--- config.mk ---
export PLATFORM = sky130hd
export DESIGN_NAME = clk_standby_ctrl
export DESIGN_NICKNAME = d
export VERILOG_FILES = /design/src/clk_standby_pkg.sv /design/src/clk_standby_ctrl.sv
export SDC_FILE = /design/constraint.sdc
export NUM_CORES = 1
export LEC_CHECK = 0
export BUFFER_PORTS_ARGS = -buffer_cell sky130_fd_sc_hd__buf_4
export CORE_MARGIN = 3
export CORE_UTILIZATION = 60
export CTS_CLUSTER_DIAMETER = 120
export CTS_CLUSTER_SIZE = 14
export DETAILED_ROUTE_END_ITERATION = 8
export PLACE_DENSITY_LB_ADDON = 0.05
export SYNTH_ARGS = -nofsm -noshare
export SYNTH_HDL_FRONTEND = slang
export SYNTH_SLANG_ARGS = --single-unit
--- constraint.sdc ---
create_clock -name I_REF_CLK -period 11.8 [get_ports I_REF_CLK]
set_clock_uncertainty 0.15 [all_clocks]
set_input_delay 0.59 -clock I_REF_CLK [delete_from_list [all_inputs] [get_ports I_REF_CLK]]
set_output_delay 0.59 -clock I_REF_CLK [all_outputs]
set_load 0.1 [all_outputs]
--- src/clk_standby_pkg.sv ---
// Constants, register layouts and state types of the clock and standby controller
package clk_standby_pkg;

  // Register addresses on the internal register port
  localparam logic [7:0] ADDR_SYS0 = 8'hE0;
  localparam logic [7:0] ADDR_SYS1 = 8'hE1;
  localparam logic [7:0] ADDR_SYS2 = 8'hE2;
  localparam logic [7:0] ADDR_NOISE = 8'hE3;
  localparam logic [7:0] ADDR_KEY_FIRST = 8'hE4;
  localparam logic [7:0] ADDR_KEY_SECOND = 8'hE5;
  localparam logic [7:0] ADDR_DETECT = 8'hE6;
  localparam logic [7:0] ADDR_DBL0 = 8'hE8;
  localparam logic [7:0] ADDR_DBL1 = 8'hE9;

  // Register layouts, most significant bit first
  typedef struct packed {
    logic hf_osc_enable;
    logic lf_osc_enable;
    logic hf_osc_after_stop;
    logic lf_osc_after_stop;
    logic clock_after_stop_select;
    logic warmup_control_flag;
    logic [1:0] prescaler_source;
  } sys0_s;

  typedef struct packed {
    logic [3:0] unused;
    logic system_clock_select;
    logic [2:0] gear;
  } sys1_s;

  typedef struct packed {
    logic power_save_enable;
    logic unused;
    logic [1:0] warmup_time;
    logic [1:0] halt_mode;
    logic pin_state_mode_select;
    logic pin_state_keep;
  } sys2_s;

  typedef struct packed {
    logic protect;
    logic lcd_source;
    logic address_hold_enable;
    logic melody_source;
    logic fixed_zero;
    logic external_clock;
    logic hf_drive_normal;
    logic lf_drive_normal;
  } noise_s;

  typedef struct packed {
    logic unused_hi;
    logic [2:0] area_enable;
    logic unused_lo;
    logic [2:0] write_flag;
  } detect_s;

  typedef struct packed {
    logic [1:0] doubler_action;
    logic lockup_status_flag;
    logic lockup_time_select;
    logic [3:0] unused;
  } dbl_s;

  // Reset values
  localparam sys0_s SYS0_RST = 8'hE0;
  localparam sys1_s SYS1_RST = 8'h04;
  localparam sys2_s SYS2_RST = 8'h2C;
  localparam noise_s NOISE_RST = 8'h03;
  localparam detect_s DETECT_RST = 8'h00;
  localparam dbl_s DBL0_RST = 8'h00;
  localparam logic [7:0] DBL1_RST = 8'h13;

  // Field codes
  localparam logic [1:0] HALT_STOP = 2'h1;
  localparam logic [1:0] HALT_IDLE_ONE_MODE = 2'h2;
  localparam logic [1:0] HALT_IDLE_TWO_MODE = 2'h3;
  localparam logic [1:0] WARM_SHORT = 2'h1;
  localparam logic [1:0] WARM_MID = 2'h2;
  localparam logic [1:0] DBL_STOP = 2'h0;
  localparam logic [1:0] DBL_START = 2'h1;
  localparam logic [7:0] KEY_A = 8'h5A;
  localparam logic [7:0] KEY_B = 8'hA5;

  // Oscillator cycle counts
  localparam logic [16:0] WARMUP_SHORT_CYC = 17'h00100;
  localparam logic [16:0] WARMUP_MID_CYC = 17'h04000;
  localparam logic [16:0] WARMUP_LONG_CYC = 17'h10000;
  localparam logic [12:0] LOCKUP_LONG_CYC = 13'h1000;
  localparam logic [12:0] LOCKUP_SHORT_CYC = 13'h0400;

  // Internal address ranges that leave the external address held
  localparam logic [23:0] INT_A_LO = 24'h000000;
  localparam logic [23:0] INT_A_HI = 24'h000FDF;
  localparam logic [23:0] INT_B_LO = 24'h001000;
  localparam logic [23:0] INT_B_HI = 24'h002FFF;
  localparam logic [23:0] INT_C_LO = 24'hFFE000;

  typedef enum logic [4:0] {
    H_RUN = 5'h01,
    H_STOP = 5'h02,
    H_IDLE_ONE_MODE = 5'h04,
    H_IDLE_TWO_MODE = 5'h08,
    H_WARM = 5'h10
  } halt_state_e;

endpackage

--- src/clk_standby_ctrl.sv ---
// Clock, standby, doubler and noise-reduction control registers with their logic
// Behaviour
// - Oscillator enable bits run oscillators, reset on
// - After-stop oscillator bits, reset one and zero
// - After-stop clock select, zero selects high clock
// - Warm-up write one restarts; read shows busy
// - Warm-up length codes pick 2^8/2^14/2^16
// - Warm-up counts edges of starting oscillator
// - Prescaler source field, reset zero
// - System clock select chooses high or low
// - Halt mode field picks stop/idle_one_mode/idle_two_mode
// - Pin control turns pins off or keeps
// - Pin control applies to stop or idle_one_mode
// - Power-save bit resets disabled; set for NMI
// - Lockup status flag read-only, shows busy
// - Lockup time select picks 2^12 or 2^10
// - Doubler code one starts lockup, two switches
// - Address hold keeps external address internally
//
// Our own choice: the strobed register port.
`timescale 1ns/1ps
module clk_standby_ctrl
  import clk_standby_pkg::*;
#(
  parameter logic [16:0] WARMUP_MID = WARMUP_MID_CYC,
  parameter logic [16:0] WARMUP_LONG = WARMUP_LONG_CYC
) (
  input wire logic I_REF_CLK,
  input wire logic I_RST,
  input wire logic I_CE,
  input wire logic [7:0] I_ADDR,
  input wire logic [7:0] I_WDATA,
  input wire logic I_WR,
  input wire logic I_RD,
  input wire logic I_HF_OSC,
  input wire logic I_LF_OSC,
  input wire logic I_HALT,
  input wire logic I_WAKE,
  input wire logic I_CPU_ACC,
  input wire logic [23:0] I_CPU_ADDR,
  input wire logic [2:0] I_AREA_WRITE,
  output logic [7:0] O_RDATA,
  output sys0_s O_OSC_CTRL,
  output sys1_s O_CLK_SEL,
  output sys2_s O_STANDBY_CTRL,
  output noise_s O_NOISE_CTRL,
  output detect_s O_DETECT,
  output dbl_s O_DOUBLER_CTRL,
  output logic [7:0] O_DOUBLER_PARAM,
  output logic [4:0] O_HALT_STATE,
  output logic O_PIN_IO_OFF,
  output logic [23:0] O_EXT_ADDR
);

  typedef struct packed {
    sys0_s sys0;
    sys1_s sys1;
    sys2_s sys2;
    noise_s noise;
    detect_s detect;
    dbl_s dbl;
    logic [7:0] dbl_param;
    logic [7:0] key_first;
    logic key_stage;
    logic warm_on_lf;
    logic [16:0] warmup_count;
    logic [12:0] lockup_count;
    logic [2:0] hf_sync;
    logic [2:0] lf_sync;
    halt_state_e halt;
    logic pin_io_off;
    logic [23:0] ext_addr;
    logic [7:0] rdata;
  } state_s;

  localparam state_s ST_RST = '{
    sys0: SYS0_RST, sys1: SYS1_RST, sys2: SYS2_RST, noise: NOISE_RST,
    detect: DETECT_RST, dbl: DBL0_RST, dbl_param: DBL1_RST, halt: H_RUN, default: '0
  };

  state_s st;
  state_s next_st;
  logic hf_edge;
  logic lf_edge;
  logic warm_edge;
  logic [16:0] warmup_limit;
  logic [12:0] lockup_limit;
  logic internal_addr;
  logic start_warm;
  sys0_s wr_sys0;
  sys1_s wr_sys1;
  detect_s wr_detect;
  dbl_s wr_dbl;

  // Second and third stage only; the first stage feeds nothing else
  assign hf_edge = st.hf_sync[1] & ~st.hf_sync[2];
  assign lf_edge = st.lf_sync[1] & ~st.lf_sync[2];
  assign warm_edge = st.warm_on_lf ? lf_edge : hf_edge;

  always_comb begin
    case (st.sys2.warmup_time)
      WARM_SHORT: warmup_limit = WARMUP_SHORT_CYC;
      WARM_MID: warmup_limit = WARMUP_MID;
      default: warmup_limit = WARMUP_LONG;
    endcase
  end

  assign lockup_limit = st.dbl.lockup_time_select ? LOCKUP_SHORT_CYC : LOCKUP_LONG_CYC;

  // Write data seen through the register layouts
  assign wr_sys0 = sys0_s'(I_WDATA);
  assign wr_sys1 = sys1_s'(I_WDATA);
  assign wr_detect = detect_s'(I_WDATA);
  assign wr_dbl = dbl_s'(I_WDATA);

  assign internal_addr = (I_CPU_ADDR <= INT_A_HI) ||
                         (I_CPU_ADDR >= INT_B_LO && I_CPU_ADDR <= INT_B_HI) ||
                         (I_CPU_ADDR >= INT_C_LO);

  always_comb begin
    next_st = st;
    next_st.rdata = 8'h00;
    start_warm = 1'b0;
    next_st.hf_sync = {st.hf_sync[1:0], I_HF_OSC};
    next_st.lf_sync = {st.lf_sync[1:0], I_LF_OSC};

    // Warm-up timer on oscillator edges
    if (st.sys0.warmup_control_flag && warm_edge) begin
      if (st.warmup_count == warmup_limit - 17'h00001) begin
        next_st.sys0.warmup_control_flag = 1'b0;
      end else begin
        next_st.warmup_count = st.warmup_count + 17'h00001;
      end
    end

    // Doubler lockup timer on high oscillator edges
    if (st.dbl.lockup_status_flag && hf_edge) begin
      if (st.lockup_count == lockup_limit - 13'h0001) begin
        next_st.dbl.lockup_status_flag = 1'b0;
      end else begin
        next_st.lockup_count = st.lockup_count + 13'h0001;
      end
    end

    // Register writes
    if (I_WR) begin
      case (I_ADDR)
        ADDR_SYS0: begin
          next_st.sys0.hf_osc_enable = wr_sys0.hf_osc_enable;
          next_st.sys0.lf_osc_enable = wr_sys0.lf_osc_enable;
          next_st.sys0.hf_osc_after_stop = wr_sys0.hf_osc_after_stop;
          next_st.sys0.lf_osc_after_stop = wr_sys0.lf_osc_after_stop;
          next_st.sys0.clock_after_stop_select = wr_sys0.clock_after_stop_select;
          next_st.sys0.prescaler_source = wr_sys0.prescaler_source;
          if (wr_sys0.warmup_control_flag) begin
            start_warm = 1'b1;
            next_st.warm_on_lf = ~st.sys1.system_clock_select;
          end
        end
        ADDR_SYS1: begin
          next_st.sys1.system_clock_select = wr_sys1.system_clock_select;
          next_st.sys1.gear = wr_sys1.gear;
        end
        ADDR_SYS2: begin
          next_st.sys2 = sys2_s'(I_WDATA);
          next_st.sys2.unused = 1'b0;
        end
        ADDR_NOISE: begin
          if (!st.noise.protect) begin
            next_st.noise = noise_s'(I_WDATA);
            next_st.noise.protect = st.noise.protect;
            next_st.noise.fixed_zero = 1'b0;
          end
        end
        ADDR_KEY_FIRST: begin
          next_st.key_first = I_WDATA;
        end
        ADDR_KEY_SECOND: begin
          if (st.key_first == KEY_A && I_WDATA == KEY_B) begin
            next_st.key_stage = 1'b1;
          end else if (st.key_stage && st.key_first == KEY_B && I_WDATA == KEY_A) begin
            next_st.noise.protect = ~st.noise.protect;
            next_st.key_stage = 1'b0;
          end else begin
            next_st.key_stage = 1'b0;
          end
        end
        ADDR_DETECT: begin
          next_st.detect.area_enable = wr_detect.area_enable;
          next_st.detect.write_flag = st.detect.write_flag & wr_detect.write_flag;
        end
        ADDR_DBL0: begin
          next_st.dbl.doubler_action = wr_dbl.doubler_action;
          next_st.dbl.lockup_time_select = wr_dbl.lockup_time_select;
          if (wr_dbl.doubler_action == DBL_START) begin
            next_st.dbl.lockup_status_flag = 1'b1;
            next_st.lockup_count = 13'h0000;
          end else if (wr_dbl.doubler_action == DBL_STOP) begin
            next_st.dbl.lockup_status_flag = 1'b0;
          end
        end
        ADDR_DBL1: begin
          next_st.dbl_param = I_WDATA;
        end
        default: begin
        end
      endcase
    end

    // Area write detection; a new write beats a clear
    next_st.detect.write_flag = next_st.detect.write_flag | (I_AREA_WRITE & st.detect.area_enable);

    // Register reads, data valid in the next cycle
    if (I_RD) begin
      case (I_ADDR)
        ADDR_SYS0: next_st.rdata = st.sys0;
        ADDR_SYS1: next_st.rdata = st.sys1;
        ADDR_SYS2: next_st.rdata = st.sys2;
        ADDR_NOISE: next_st.rdata = st.noise;
        ADDR_DETECT: next_st.rdata = st.detect;
        ADDR_DBL0: next_st.rdata = st.dbl;
        ADDR_DBL1: next_st.rdata = st.dbl_param;
        default: next_st.rdata = 8'h00;
      endcase
    end

    // Halt sequencing
    case (st.halt)
      H_RUN: begin
        if (I_HALT) begin
          case (st.sys2.halt_mode)
            HALT_STOP: begin
              next_st.halt = H_STOP;
              next_st.sys0.hf_osc_enable = 1'b0;
              next_st.sys0.lf_osc_enable = 1'b0;
              next_st.sys0.warmup_control_flag = 1'b0;
              start_warm = 1'b0;
            end
            HALT_IDLE_ONE_MODE: next_st.halt = H_IDLE_ONE_MODE;
            HALT_IDLE_TWO_MODE: next_st.halt = H_IDLE_TWO_MODE;
            default: next_st.halt = H_RUN;
          endcase
        end
      end
      H_STOP: begin
        if (I_WAKE) begin
          next_st.halt = H_WARM;
          next_st.sys0.hf_osc_enable = st.sys0.hf_osc_after_stop;
          next_st.sys0.lf_osc_enable = st.sys0.lf_osc_after_stop;
          next_st.sys1.system_clock_select = st.sys0.clock_after_stop_select;
          next_st.warm_on_lf = st.sys0.clock_after_stop_select;
          start_warm = 1'b1;
        end
      end
      H_IDLE_ONE_MODE, H_IDLE_TWO_MODE: begin
        if (I_WAKE) begin
          next_st.halt = H_RUN;
        end
      end
      H_WARM: begin
        if (!next_st.sys0.warmup_control_flag && !start_warm) begin
          next_st.halt = H_RUN;
        end
      end
      default: next_st.halt = H_RUN;
    endcase

    if (start_warm) begin
      next_st.sys0.warmup_control_flag = 1'b1;
      next_st.warmup_count = 17'h00000;
    end

    // Pin state during stop or idle_one_mode
    next_st.pin_io_off = ~next_st.sys2.pin_state_keep &
      ((next_st.halt == H_STOP && next_st.sys2.pin_state_mode_select) ||
       (next_st.halt == H_IDLE_ONE_MODE && !next_st.sys2.pin_state_mode_select));

    // External address lines
    if (I_CPU_ACC && !(st.noise.address_hold_enable && internal_addr)) begin
      next_st.ext_addr = I_CPU_ADDR;
    end
  end

  always_ff @(posedge I_REF_CLK or posedge I_RST) begin
    if (I_RST) begin
      st <= ST_RST;
    end else if (I_CE) begin
      st <= next_st;
    end
  end

  assign O_RDATA = st.rdata;
  assign O_OSC_CTRL = st.sys0;
  assign O_CLK_SEL = st.sys1;
  assign O_STANDBY_CTRL = st.sys2;
  assign O_NOISE_CTRL = st.noise;
  assign O_DETECT = st.detect;
  assign O_DOUBLER_CTRL = st.dbl;
  assign O_DOUBLER_PARAM = st.dbl_param;
  assign O_HALT_STATE = st.halt;
  assign O_PIN_IO_OFF = st.pin_io_off;
  assign O_EXT_ADDR = st.ext_addr;

  // Checks
  AST_OSC_ENABLE_WRITE: assert property (@(posedge I_REF_CLK) disable iff (I_RST)
    (I_CE && I_WR && I_ADDR == ADDR_SYS0 && st.halt == H_RUN && !I_HALT)
    |=> (st.sys0.hf_osc_enable == $past(wr_sys0.hf_osc_enable) &&
         st.sys0.lf_osc_enable == $past(wr_sys0.lf_osc_enable)))
    else $error("oscillator enable did not follow write");

  AST_WARMUP_START: assert property (@(posedge I_REF_CLK) disable iff (I_RST)
    (I_CE && I_WR && I_ADDR == ADDR_SYS0 && wr_sys0.warmup_control_flag && st.halt == H_RUN && !I_HALT)
    |=> (st.sys0.warmup_control_flag && st.warmup_count == 17'h00000))
    else $error("warm-up did not restart on write of one");

  AST_WARMUP_END: assert property (@(posedge I_REF_CLK) disable iff (I_RST)
    ($fell(st.sys0.warmup_control_flag) && !$past(I_HALT))
    |-> $past(st.warmup_count) == $past(warmup_limit) - 17'h00001)
    else $error("warm-up ended at wrong count");

  AST_PRESCALER_WRITE: assert property (@(posedge I_REF_CLK) disable iff (I_RST)
    (I_CE && I_WR && I_ADDR == ADDR_SYS0) |=> st.sys0.prescaler_source == $past(wr_sys0.prescaler_source))
    else $error("prescaler source did not follow write");

  AST_STOP_RELEASE: assert property (@(posedge I_REF_CLK) disable iff (I_RST)
    (I_CE && st.halt == H_STOP && I_WAKE)
    |=> (st.halt == H_WARM && st.sys1.system_clock_select == $past(st.sys0.clock_after_stop_select)))
    else $error("stop release did not load clock select");

  AST_WARMUP_EDGE_ONLY: assert property (@(posedge I_REF_CLK) disable iff (I_RST)
    (st.warmup_count != $past(st.warmup_count) && st.warmup_count != 17'h00000)
    |-> ($past(warm_edge) && $past(I_CE)))
    else $error("warm-up counted without oscillator edge");

  AST_GEAR_READ: assert property (@(posedge I_REF_CLK) disable iff (I_RST)
    (I_CE && I_RD && I_ADDR == ADDR_SYS1) |=> O_RDATA == $past(st.sys1))
    else $error("gear read mismatch");

  AST_IDLE_WAKE: assert property (@(posedge I_REF_CLK) disable iff (I_RST)
    (I_CE && (st.halt == H_IDLE_ONE_MODE || st.halt == H_IDLE_TWO_MODE) && I_WAKE) |=> st.halt == H_RUN)
    else $error("idle mode not released by wake");

  AST_HALT_STOP: assert property (@(posedge I_REF_CLK) disable iff (I_RST)
    (I_CE && st.halt == H_RUN && I_HALT && st.sys2.halt_mode == HALT_STOP)
    |=> (st.halt == H_STOP && !st.sys0.hf_osc_enable))
    else $error("stop mode not entered");

  AST_PIN_OFF: assert property (@(posedge I_REF_CLK) disable iff (I_RST)
    O_PIN_IO_OFF == (!st.sys2.pin_state_keep &&
      ((st.halt == H_STOP && st.sys2.pin_state_mode_select) ||
       (st.halt == H_IDLE_ONE_MODE && !st.sys2.pin_state_mode_select))))
    else $error("pin state control wrong");

  AST_LOCKUP_READ: assert property (@(posedge I_REF_CLK) disable iff (I_RST)
    (I_CE && I_RD && I_ADDR == ADDR_DBL0) |=> O_RDATA == $past(st.dbl))
    else $error("lockup flag read mismatch");

  AST_LOCKUP_END: assert property (@(posedge I_REF_CLK) disable iff (I_RST)
    ($fell(st.dbl.lockup_status_flag) && !$past(I_WR && I_ADDR == ADDR_DBL0))
    |-> $past(st.lockup_count) == $past(lockup_limit) - 13'h0001)
    else $error("lockup ended at wrong count");

  AST_LOCKUP_START: assert property (@(posedge I_REF_CLK) disable iff (I_RST)
    (I_CE && I_WR && I_ADDR == ADDR_DBL0 && wr_dbl.doubler_action == DBL_START)
    |=> (st.dbl.lockup_status_flag && st.lockup_count == 13'h0000))
    else $error("lockup did not start");

  AST_PROTECT_KEY: assert property (@(posedge I_REF_CLK) disable iff (I_RST)
    $changed(st.noise.protect)
    |-> ($past(I_WR) && $past(I_ADDR) == ADDR_KEY_SECOND && $past(I_WDATA) == KEY_A && $past(st.key_stage)))
    else $error("protect toggled without keys");

  AST_ADDR_HOLD: assert property (@(posedge I_REF_CLK) disable iff (I_RST)
    (I_CE && I_CPU_ACC && internal_addr && st.noise.address_hold_enable)
    |=> O_EXT_ADDR == $past(O_EXT_ADDR))
    else $error("external address not held");

endmodule // clk_standby_ctrl

==> impl_metrics.toml <==
[outcome]
status = "finished, final reports clean"

[detailed_routing]
routed_via_density = 6.18
drc_errors = 0
drtAntennaViolNets = 0
drtIter0Drc = 454
routed_wl_mm = 16.4
wl_per_cell_um = 19.2
vias = 5292
drtPass1Iterations = 5

[grt]
grt_util_met1 = 0.338
grt_use_met3 = 0.0711
grt_overflow = 0
grt_usage = 0.257
grt_max_degree = 76
busiest_layer = "met2"
use_met2 = 0.407
grt_pass1_wl_mm = 26.2
grt_pass1_vias = 5163
antenna_found_initial = 0

[clock_network]
ctsHoldBuffers = 0
clock_path_buffers = 2
numCtsBuffers = 17
cts_tree = "built"
htree_levels = 4
post_cts_buffers = 0
clk_latency_ns = 0.42
post_cts_resized = 0
cts_sinks = 128
root_buffer = "clkbuf_16"
path_clk_slew_ns = 0.05

[die]
die_height_um = 114
initial_core_util = 0.628
die_w_um = 114
dieArea_um2 = 13000
boundaryPins = 147
num_rows = 38
coreArea_um2 = 11100

[synthesis]
synth_cell_types = 61
ys_warn_count = 0
synth_area_um2 = 6980
ys_seq_elements = 128
avgSynthCellArea_um2 = 10.6
async_flop_share = 1.00
syn_inst = 659
yosysTopAreaCell = "dfrtp_1"
synth_top_area_frac = 0.412
yosysSeqAreaShare = 0.461
synth.most_common_cell = "dfrtp_1"
synth_area_leaders = "dfrtp_1 41%, mux2_2 12%, buf_4 10%"
synthTopCellsByCount = "115 x dfrtp_1, 93 x buf_4, 77 x mux2_2"
synth_edf_count = 0
synth_flop_cell = "dfrtp_1"

[finish]
diodes = 0
nFillCells = 821
final_util = 0.714
area_delta_synth_final_pct = 13.8
drive_gt1_frac = 0.365
fin_nets = 759

[job]
cap_viol_max_count = 0

[placed_design]
hpwl_mm = 11.5
port_buffers = 134
routabilityCongestion = 0.888

[sta]
max_clock_freq_mhz = 276
fin_crit_ns = 3.62
hold-worst-slack_ns = 0.124
setup_viol = 0
slew-limit-headroom = 0.134
worstMarginPinSlew_ns = 1.28
drv_slew = 0
final_hold_viol_count = 0
setup_tns_ns = 0
rsz0062_at_grt = "no"
finalCritPeriodShare = 0.307

[critical_path]
cp_max_fo = 33
cp.arrival_ns = 3.81
critPathRequiredTime_ns = 11.98
worstSetupPathType = "flip-flop to flip-flop"
worst_setup_path_end_kind = "flip-flop"
start_kind = "flip-flop"

[power_and_ir_drop]
p_per_area_nw_per_um2 = 161
p_leak_uw = 0.00361
ir_drop_mv = 0.128

[hold_path]
min_path_type = "input pin to asynchronous set/reset pin"
==> placed cells by master, fill, tap and decap left out, drive strengths merged, types with 3 or more instances in the layout <==
master	instances
and4b	3
nor3	10
xnor2	6
o21ai	24
and3	5
nand3b	3
xor2	5
nand3	27
mux4	3
a22oi	4
mux2	77
nor2b	6
clkbuf	25
or4	8
a221oi	5
nor3b	3
nand4	20
ha	3
or3	13
o31ai	8
a22o	5
nor2	23
a21oi	33
clkinv	7
dfrtp	115
o22ai	6
dfstp	13
nand2	39
inv	12
conb	12
o2bb2ai	9
a21o	4
nor4	10
nor4bb	5
buf	135
==> registers in the layout, summed over array words and instances, names as in the netlist <==
signal	count
O_CLK_SEL	4
O_DOUBLER_PARAM	8
O_DETECT	6
next_st	4
O_STANDBY_CTRL	7
O_HALT_STATE	5
O_PIN_IO_OFF	1
O_DOUBLER_CTRL	4
st	42
O_NOISE_CTRL	7
O_RDATA	8
O_OSC_CTRL	8
O_EXT_ADDR	24
==> metrics by stage <==
stage / cells / setup WS (ns) / power, uW / area, um^2
after floorplan: 670 / 7.67 / 766 / 7020
after global placement: 824 / 8.12 / 801 / 7410
after detailed placement: 824 / 7.97 / 807 / 7410
after CTS: 856 / 8.19 / 1290 / 7950
after global routing: 856 / 8.04 / 1330 / 7950
final: 856 / 8.18 / 1280 / 7950
==> per-layer routing <==
metal | vias to the layer above | wire length (um) | part of all wire
li1 | 2409 | - | -
met1 | 2605 | 6890 | 0.42
met2 | 238 | 7810 | 0.48
met3 | 40 | 1340 | 0.081
met4 | 0 | 360 | 0.022
met5 | - | 0 | 0
==> power by group <==
| group | total (uW) | switching [uW] | internal (uW) |
|---|---|---|---|
| Combinational | 297 | 226 | 71.1 |
| Clock | 478 | 180 | 298 |
| Sequential | 504 | 29.3 | 475 |
| Total | 1280 | 435 | 844 |
==> cell type report <==
type                            instances  area, um^2  area share
Clock inverter                          7        60.1     0.00756
Clock buffer                           25         475      0.0598
Multi-Input combinational cell        408        2950       0.371
Sequential cell                       128        3220       0.405
Timing Repair Buffer                  135        1010       0.128
Tap cell                              140         175      0.0220
Inverter                               13        51.3     0.00646
==> critical path, cell delays in order, from the launching register on <==
cell      delay [ns]
dfrtp_1         0.45
or4b_4          0.58
or3b_4          0.50
a221oi_4        0.76
a41oi_4         0.28
or4_1           0.63
a21oi_1         0.17
==> worst paths after layout <==
kind,cells after the start,endpoint,slack [ns],from
max in group asynchronous,3,st[82],9.98,I_RST
worst max-delay path,6,st[73],8.18,O_HALT_STATE[2]
worst min-delay path,2,st[43],0.12,I_RST
min in group I_REF_CLK,2,O_EXT_ADDR[4],0.26,I_CPU_ADDR[4]
worst max register to register,6,st[73],8.18,O_HALT_STATE[2]
worst min register to register,1,O_RDATA[2],0.34,O_RDATA[2]
==> cell families (layout without fill, tap and decap cells) <==
family,Yosys count,after routing,synth area share
buffers and inverters,134,180,0.122
AO/OA/AOI/OAI,112,112,0.109
AND/OR/NAND/NOR,188,188,0.151
flip-flops,128,128,0.461
adder cells (fa/ha/maj),3,3,0.00538
XOR/XNOR,11,11,0.0138
multiplexers,82,82,0.137
other,1,12,0.000537
(Power assumes the default switching activity.)
